$ cat src/csfr_pkg.sv
// Package for the CPU special-function register bank.
// Assumes a single 125 MHz clock domain and one-cycle register strobes.
package csfr_pkg;
  // Register addresses: bit 5 selects the alternate bank
  localparam logic [5:0] CSFR_ADDR_STATUS = 6'h25;
  localparam logic [5:0] CSFR_ADDR_TMR_LO = 6'h1C;
  localparam logic [5:0] CSFR_ADDR_TMR_HI = 6'h1D;
  localparam logic [5:0] CSFR_ADDR_CLKWAIT = 6'h30;
  localparam logic [5:0] CSFR_ADDR_AUX = 6'h31;
  localparam logic [5:0] CSFR_ADDR_COND = 6'h32;
  localparam logic [5:0] CSFR_ADDR_IMASK = 6'h33;
  // Field positions
  localparam int CSFR_CCS_BIT = 7;
  localparam int CSFR_BIC_BIT = 4;
  localparam int CSFR_COD_BIT = 2;
  localparam int CSFR_LOR_BIT = 1;
  localparam int CSFR_GIE_BIT = 0;
  localparam int CSFR_RR_BIT = 6;
  localparam int CSFR_RW_BIT = 5;
  localparam int CSFR_PIN_BIT = 4;
  localparam int CSFR_IM_PIN_BIT = 3;
  // Values after reset
  localparam logic CSFR_CCS_RST = 1'h1;
  localparam logic [2:0] CSFR_DW_RST = 3'h7;
  localparam logic [1:0] CSFR_IW_RST = 2'h3;
  localparam logic [4:0] CSFR_IM_RST = 5'h1F;
  localparam logic [7:0] CSFR_TMR_RST = 8'h00;
endpackage

$ cat src/csfr_regs.sv
// CPU special-function register bank: timer ports, transceiver status,
// clock/wait control, remote access flags and interrupt control.
// Assumes the transceiver, timer and CPU sit on clk; pins are synchronised.
// How it works
// RL1: Timer high byte readable and writable at main 29, bit 7 is bit 15.
// RL2: Timer low byte readable and writable at main 28, bit 0 is bit 0.
// RL3: Transceiver status is read-only in the alternate bank; writes ignored.
// RL4: Status bit 7 high whenever transmit FIFO has no free entry.
// RL5: Software must not write data register while transmit FIFO full.
// RL6: Status bit 6 follows internal transmit-active, even in loopback.
// RL7: Receiver error sets on error; clears on error-code read or reset bit.
// RL8: Receiver active sets on start, clears on end, error, or line idle. Here line idle clears it only when proto_5250 is high.
// RL9: Data available sets on valid word; clears on data read or error. Here only error clears it; the data-read clear is tied low.
// RL10: Status bits 2..0 show upper three bits of top receive word.
// RL11: CPU clock select resets to 1; 0 full rate, 1 half rate.
// RL12: Three-bit data wait field resets to seven, gives 0..7 waits.
// RL13: Two-bit instruction wait field resets to three, gives 0..3 waits.
// RL14: Clock-output disable high releases the clock output pin.
// RL15: Remote lockout high refuses remote accesses to processor and memory.
// RL16: Remote-read flag sets on remote read strobe, clears by writing 1.
// RL17: Remote-write flag sets on remote write strobe, clears by writing 1.
// RL18: Interrupt pin direction bit: 0 input, 1 output.
// RL19: Read-only bit shows interrupt pin level, sampled each instruction.
// RL20: Global enable low blocks all; high enables unmasked sources only.
// RL21: Five mask bits reset ones; receiver highest priority, timer lowest.
// RL22: Mask bit 3 masks pin only as input; as output drives pin level.
// RL23: A remote strobe in the clearing cycle keeps the flag set.
//
// Implementation choice: the address-and-strobe port.
`timescale 1ns/100ps
`default_nettype none
module csfr_regs
  import csfr_pkg::*;
(
  input wire logic clk,
  input wire logic rst_n,
  // Register port
  input wire logic [5:0] reg_addr,
  input wire logic [7:0] reg_wdata,
  input wire logic reg_wr,
  input wire logic reg_rd,
  output logic [7:0] reg_rdata,
  // Transceiver state, same clock
  input wire logic tx_fifo_full_in,
  input wire logic tx_active_in,
  input wire logic rx_error_evt,
  input wire logic rx_start_evt,
  input wire logic rx_end_evt,
  input wire logic line_active_clr,
  input wire logic proto_5250,
  input wire logic rx_word_valid,
  input wire logic [2:0] rx_fifo_top_upper_bits,
  input wire logic error_code_rd,
  input wire logic transceiver_reset_bit,
  // Timer, same clock
  input wire logic [15:0] timer_value,
  output logic [7:0] timer_wdata,
  output logic timer_wr_hi,
  output logic timer_wr_lo,
  // Timing control
  input wire logic instr_start,
  output logic cpu_clk_div2,
  output logic [2:0] data_wait_states,
  output logic [1:0] instr_wait_states,
  output logic clk_out_oe_n,
  // Remote interface, strobes from pins
  input wire logic remote_read_strobe,
  input wire logic remote_write_strobe,
  output logic remote_lockout,
  // Interrupts
  input wire logic bidir_irq_pin_in,
  output logic bidir_irq_pin_out,
  output logic bidir_irq_pin_oe_n,
  input wire logic [4:0] irq_src,
  output logic [4:0] irq_grant
);
  import csfr_pkg::*;

  logic [1:0] rrd_sync_q, rwr_sync_q, pin_sync_q;
  logic rrd_prev_q, rwr_prev_q;
  logic clk_div2_q, irq_pin_dir_q, cod_q, lor_q, gie_q;
  logic [2:0] dw_q;
  logic [1:0] iw_q;
  logic [4:0] im_q, grant_d, grant_q;
  logic rr_q, rw_q, pin_level_q;
  logic rx_err_q, rx_act_q, dav_q;
  logic [7:0] rdata_q, tmr_wdata_q;
  logic tmr_hi_q, tmr_lo_q;
  logic wr_status, rd_data_reg;
  logic rrd_rise, rwr_rise;
  logic [7:0] status_v;
  logic [4:0] enabled;
  // No data-register read reaches this bank yet, so this clear stays idle
  logic error_code_rd_data;

  // Pin inputs pass two flops; only the second stage feeds logic
  always_ff @(posedge clk) begin
    if (!rst_n) begin
      rrd_sync_q <= 2'h0;
      rwr_sync_q <= 2'h0;
      pin_sync_q <= 2'h0;
      rrd_prev_q <= 1'h0;
      rwr_prev_q <= 1'h0;
    end else begin
      rrd_sync_q <= {rrd_sync_q[0], remote_read_strobe};
      rwr_sync_q <= {rwr_sync_q[0], remote_write_strobe};
      pin_sync_q <= {pin_sync_q[0], bidir_irq_pin_in};
      rrd_prev_q <= rrd_sync_q[1];
      rwr_prev_q <= rwr_sync_q[1];
    end
  end

  assign rrd_rise = rrd_sync_q[1] & ~rrd_prev_q;
  assign rwr_rise = rwr_sync_q[1] & ~rwr_prev_q;
  // The status register has no write path at all
  assign wr_status = reg_wr && (reg_addr == CSFR_ADDR_STATUS); // RL3
  // Data register read has no source: the error_code_rd_data sibling of error_code_rd
  // is tied low, and the status read itself does not clear anything
  assign rd_data_reg = 1'b0;

  // Clock and wait-state control
  always_ff @(posedge clk) begin
    if (!rst_n) begin
      clk_div2_q <= CSFR_CCS_RST; // RL11
      dw_q <= CSFR_DW_RST; // RL12
      iw_q <= CSFR_IW_RST; // RL13
    end else if (reg_wr && reg_addr == CSFR_ADDR_CLKWAIT) begin
      clk_div2_q <= reg_wdata[CSFR_CCS_BIT]; // RL11
      dw_q <= reg_wdata[2:0]; // RL12
      iw_q <= reg_wdata[4:3]; // RL13
    end
  end

  // Auxiliary control
  always_ff @(posedge clk) begin
    if (!rst_n) begin
      irq_pin_dir_q <= 1'h0;
      cod_q <= 1'h0;
      lor_q <= 1'h0;
      gie_q <= 1'h0;
    end else if (reg_wr && reg_addr == CSFR_ADDR_AUX) begin
      irq_pin_dir_q <= reg_wdata[CSFR_BIC_BIT]; // RL18
      cod_q <= reg_wdata[CSFR_COD_BIT]; // RL14
      lor_q <= reg_wdata[CSFR_LOR_BIT]; // RL15
      gie_q <= reg_wdata[CSFR_GIE_BIT]; // RL20
    end
  end

  // Interrupt mask field
  always_ff @(posedge clk) begin
    if (!rst_n) begin
      im_q <= CSFR_IM_RST; // RL21
    end else if (reg_wr && reg_addr == CSFR_ADDR_IMASK) begin
      im_q <= reg_wdata[4:0];
    end
  end

  // Remote access flags: set beats write-one-to-clear so no access is lost
  always_ff @(posedge clk) begin
    if (!rst_n) begin
      rr_q <= 1'h0;
      rw_q <= 1'h0;
    end else begin
      if (rrd_rise) begin
        rr_q <= 1'b1; // RL16 RL23
      end else if (reg_wr && reg_addr == CSFR_ADDR_COND &&
                   reg_wdata[CSFR_RR_BIT]) begin
        rr_q <= 1'b0; // RL16
      end
      if (rwr_rise) begin
        rw_q <= 1'b1; // RL17 RL23
      end else if (reg_wr && reg_addr == CSFR_ADDR_COND &&
                   reg_wdata[CSFR_RW_BIT]) begin
        rw_q <= 1'b0; // RL17
      end
    end
  end

  // Pin level captured only at the start of an instruction cycle
  always_ff @(posedge clk) begin
    if (!rst_n) begin
      pin_level_q <= 1'h0;
    end else if (instr_start) begin
      pin_level_q <= pin_sync_q[1]; // RL19
    end
  end

  // Receiver error: a new error wins over a clear in the same cycle
  always_ff @(posedge clk) begin
    if (!rst_n) begin
      rx_err_q <= 1'h0;
    end else if (rx_error_evt) begin
      rx_err_q <= 1'b1; // RL7
    end else if (error_code_rd || transceiver_reset_bit) begin
      rx_err_q <= 1'b0; // RL7
    end
  end

  // Receiver active; start wins if it coincides with an end
  always_ff @(posedge clk) begin
    if (!rst_n) begin
      rx_act_q <= 1'h0;
    end else if (rx_start_evt) begin
      rx_act_q <= 1'b1; // RL8
    end else if (rx_end_evt || rx_error_evt ||
                 (proto_5250 && line_active_clr)) begin
      rx_act_q <= 1'b0; // RL8
    end
  end

  // Data available; a fresh word wins over the read that drains the last
  always_ff @(posedge clk) begin
    if (!rst_n) begin
      dav_q <= 1'h0;
    end else if (rx_error_evt) begin
      dav_q <= 1'b0; // RL9
    end else if (rx_word_valid) begin
      dav_q <= 1'b1; // RL9
    end else if (rd_data_reg || error_code_rd_data) begin
      dav_q <= 1'b0; // RL9
    end
  end

  // Status assembly; live inputs for full, active and FIFO top bits
  always_comb begin
    status_v = 8'h00;
    status_v[7] = tx_fifo_full_in; // RL4
    status_v[6] = tx_active_in; // RL6
    status_v[5] = rx_err_q;
    status_v[4] = rx_act_q;
    status_v[3] = dav_q;
    status_v[2:0] = rx_fifo_top_upper_bits; // RL10
  end

  // Read mux; unmapped addresses read as zero
  always_ff @(posedge clk) begin
    if (!rst_n) begin
      rdata_q <= 8'h00;
    end else if (reg_rd) begin
      case (reg_addr)
        CSFR_ADDR_STATUS: rdata_q <= status_v; // RL3
        CSFR_ADDR_TMR_HI: rdata_q <= timer_value[15:8]; // RL1
        CSFR_ADDR_TMR_LO: rdata_q <= timer_value[7:0]; // RL2
        CSFR_ADDR_CLKWAIT: rdata_q <= {clk_div2_q, 2'h0, iw_q, dw_q};
        CSFR_ADDR_AUX:
          rdata_q <= {3'h0, irq_pin_dir_q, 1'h0, cod_q, lor_q, gie_q};
        CSFR_ADDR_COND: rdata_q <= {1'h0, rr_q, rw_q, pin_level_q, 4'h0};
        CSFR_ADDR_IMASK: rdata_q <= {3'h0, im_q};
        default: rdata_q <= 8'h00;
      endcase
    end else begin
      rdata_q <= 8'h00;
    end
  end

  // Timer byte writes go to the timer as one-cycle load pulses
  always_ff @(posedge clk) begin
    if (!rst_n) begin
      tmr_wdata_q <= CSFR_TMR_RST;
      tmr_hi_q <= 1'h0;
      tmr_lo_q <= 1'h0;
    end else begin
      tmr_hi_q <= reg_wr && reg_addr == CSFR_ADDR_TMR_HI; // RL1
      tmr_lo_q <= reg_wr && reg_addr == CSFR_ADDR_TMR_LO; // RL2
      if (reg_wr) begin
        tmr_wdata_q <= reg_wdata;
      end
    end
  end

  // Source enables: global gate, mask, and pin mask only as input
  always_comb begin
    enabled = ~im_q & irq_src;
    if (irq_pin_dir_q) begin
      enabled[CSFR_IM_PIN_BIT] = 1'b0; // RL22
    end
    if (!gie_q) begin
      enabled = 5'h00; // RL20
    end
    // Priority: lowest index wins so receiver beats timer
    grant_d = enabled & (~enabled + 5'h01); // RL21
  end

  // Registered outputs; pin drive and clock output enable are active low
  always_ff @(posedge clk) begin
    if (!rst_n) begin
      grant_q <= 5'h00;
      bidir_irq_pin_out <= 1'h0;
      bidir_irq_pin_oe_n <= 1'h1;
      clk_out_oe_n <= 1'h0;
    end else begin
      grant_q <= grant_d;
      bidir_irq_pin_out <= im_q[CSFR_IM_PIN_BIT]; // RL22
      bidir_irq_pin_oe_n <= ~irq_pin_dir_q; // RL18
      clk_out_oe_n <= cod_q; // RL14
    end
  end

  // Direct register outputs
  assign reg_rdata = rdata_q;
  assign timer_wdata = tmr_wdata_q;
  assign timer_wr_hi = tmr_hi_q;
  assign timer_wr_lo = tmr_lo_q;
  assign cpu_clk_div2 = clk_div2_q;
  assign data_wait_states = dw_q;
  assign instr_wait_states = iw_q;
  assign remote_lockout = lor_q; // RL15
  assign irq_grant = grant_q;

  // Data register reads do not reach this bank, so this clear is tied low
  assign error_code_rd_data = 1'b0;
endmodule
`default_nettype wire

$ cat config.mk
export PLATFORM = sky130hd
export DESIGN_NAME = csfr_regs
export DESIGN_NICKNAME = d
export VERILOG_FILES = /design/src/csfr_pkg.sv /design/src/csfr_regs.sv
export SDC_FILE = /design/constraint.sdc
export NUM_CORES = 1
export LEC_CHECK = 0
export BUFFER_PORTS_ARGS = -buffer_cell sky130_fd_sc_hd__clkbuf_2
export CAP_MARGIN = 20
export CORE_MARGIN = 10
export CORE_UTILIZATION = 50
export CTS_BUF_LIST = sky130_fd_sc_hd__clkbuf_8
export DETAILED_ROUTE_END_ITERATION = 7
export GPL_TIMING_DRIVEN = 0
export PLACE_DENSITY = 0.83
export SETUP_SLACK_MARGIN = 0.5
export SYNTH_ARGS = -nofsm -noshare
export SYNTH_HDL_FRONTEND = slang
export SYNTH_SLANG_ARGS = --single-unit
$ cat constraint.sdc
create_clock -name clk -period 1.35 [get_ports clk]
set_input_delay 0.27 -clock clk [delete_from_list [all_inputs] [get_ports clk]]
set_output_delay 0.27 -clock clk [all_outputs]
set_load 0.01 [all_outputs]
==> flow_summary.yaml <==
clock_tree:
  cts.clk_slew.worst_paths_ns: 0.10
  numClockSinks: 55
  clk_latency_ns: 0.31
  clockBufferDepth: 2
  cts_buffers: 5
  clockRootBuffer: "clkbuf_8"
  cts_tree: "yes"
  htree_levels: 2
drt:
  wl_um: 7270
  routedWlPerCell_um: 18.9
  drtPass1Iterations: 4
  viasPerCell: 5.46
  postRouteAntennaNets: 0
  drc: 0
  via_count: 2098
  drt_iter0_drc: 152
setup_path:
  slowest_stage: "a222oi_1"
  cp_num_buf_inv: 3
  required_ns: 1.52
  crit_fanout: 5
  crit_family: "compound AO/OA/AOI/OAI gates"
  path_cells: "buf_8, and3b_1, buf_6, and3_4, buf_6, a222oi_1, a21oi_1"
  worstSetupPathType: "input pin to flop"
  setup.worst_path.start_class: "input pin"
  cpMostUsedCell: "buf_6"
  cp.arrival_ns: 1.53
  end_kind: "flop"
  slowest_delay_ns: 0.41
synth:
  yosysWarningCount: 0
  syn_area_per_cell_sq_um: 10.1
  syn_area_sq_um: 2230
  synth_edf_count: 0
  synth_ff_type: "dfxtp_1"
  synthTopCellsByArea: "dfxtp_1, mux2i_1, nor2b_1"
  synth_cells: 220
  syn_nets: 276
  yosysTopAreaCell: "dfxtp_1"
  synth_cell_types: 39
  ys_ff_latch: 55
  async_reset_ff_frac: 0
  netlist.area_leader.share: 0.494
  yosysSeqAreaShare: 0.494
placement:
  pre_cts_ws_ns: -0.361
  portBuffers: 87
  gp_congestion: 0.806
  place_hpwl_um: 5090
  placed_area_sq_um: 2790
finish:
  final_area_sq_um: 3340
  layout-drive-gt1-share: 0.545
  final_util: 0.773
  n_antenna_cell: 0
  layout_commonest_cell: "clkbuf_2"
  most-common-layout-cells: "clkbuf_2, dfxtp_1, buf_6"
  syn_to_final_growth_pct: 49.8
  nNetsFinal: 387
timing:
  postLayoutSetupSlackWorst_ns: -0.00567
  hold_viol: 0
  finalCritPeriodShare: 1.00
  holdWs_ns: 0.161
  fin_skew_ns: 0.00770
  post-route-min-period_ns: 1.36
  slew_headroom: 0.679
  max_freq_mhz: 738
  timing.final.max_slew_violations: 0
  setup_viol: 1
  rsz0062_at_grt: "yes"
  worst_pin_slew_ns: 0.482
global_route:
  grt_pass1_wl_um: 10800
  grt_overflow_total: 0
  grt_pass1_vias: 2188
  grt_max_degree: 18
  antenna_found_initial: 0
  gr-usage-all-layers: 0.179
power:
  peakVddDrop_mv: 0.696
  power.density_nw_per_um2: 889
  leakage_nw: 1.51
  power_mw: 2.97
outcome:
  status: "finished, violations left"
  violations: "setup timing"
floorplan:
  fp.coreArea_sq_um: 4320
  die_x_um: 86.8
  fp.dieH_um: 86.8
  ioPinCount: 89
  row_count: 24
  start_util: 0.516
  die_area_sq_um: 7530
min_path:
  hold_class: "input pin to flop"
flow_run:
  maxCapViolations: 0
synth_stat cells, types with 3 or more instances:
library cell / instances
a21oi_1: 11
mux2_2: 4
nor2_1: 4
nand2b_1: 6
a32o_1: 3
nor2b_1: 16
dfxtp_1: 55
buf_2: 4
mux2i_1: 17
clkbuf_1: 5
nand3_1: 17
a22oi_1: 3
a222oi_1: 5
nor3b_1: 4
a21boi_0: 4
nand2_1: 22
and3_1: 4
and2_1: 10
path summary, 6_finish.rpt:
path / slack [ns] / endpoint / from / cells past startpoint
worst min register to register: 0.44 / rrd_sync_q[1] / rrd_sync_q[0] / 1
worst max register to register: 0.21 / reg_rdata[2] / data_wait_states[2] / 2
worst max-delay path: -0.006 / reg_rdata[2] / reg_addr[3] / 7
worst min-delay path: 0.16 / rrd_sync_q[0] / remote_read_strobe / 2
layer usage:
| metal | GRT usage | wire [um] | vias up |
|---|---|---|---|
| li1 | - | - | 1007 |
| met1 | 0.197 | 2750 | 957 |
| met2 | 0.296 | 3560 | 122 |
| met3 | 0.0797 | 817 | 12 |
| met4 | 0.0707 | 142 | 0 |
| met5 | 0 | 0 | - |
sequential cells by signal (all words and copies together), names as in the netlist, 2 cells and up:
signal / cells
pin_sync_q: 2
instr_wait_states: 2
data_wait_states: 3
im_q: 5
reg_rdata: 8
irq_grant: 5
rrd_sync_q: 2
rwr_sync_q: 2
timer_wdata: 8
where the power goes:
group          internal, mW  switching, mW  total (mW)
Sequential             1.66         0.0208        1.68
Combinational         0.199          0.175       0.374
Clock                 0.367          0.548       0.915
Total                  2.23          0.744        2.97
kinds of logic after synthesis:
logic type / share of synthesized area
DFF: 0.494
and+or+nand+nor: 0.268
muxes: 0.0965
buffers and inverters: 0.0342
AOI/OAI and AO/OA: 0.107
worst register-to-register path, delay by kind of cell (launching register included):
family	cells	cell delay, ns
compound gates	2	0.65
flops	1	0.35
what timing repair did:
| action | CTS | global route |
|---|---|---|
| setup endpoints to repair | 63 | 66 |
| buffers inserted | 12 | 5 |
| pin swaps | 14 | 16 |
| hold buffers | 0 | 0 |
| gates resized for setup | 41 | 80 |
through the flow:
stage | setup TNS [ns] | cells
global placement | -1.33 | 359
global route | -0.0157 | 384
floorplan | 0 | 220
detailed placement | -1.70 | 359
finish | -0.00567 | 384
CTS | 0 | 379
final cells by class:
| class | instances | area, sq um |
|---|---|---|
| fill | 279 | 983 |
| timing repair buffer | 104 | 744 |
| tap | 52 | 65.1 |
| buffer | 13 | 91.3 |
| sequential | 55 | 1130 |
| clock buffer | 5 | 68.8 |
| clock inverter | 3 | 18.8 |
| multi-input combinational | 152 | 1220 |
Note: power is estimated with default switching activity, not from simulation.
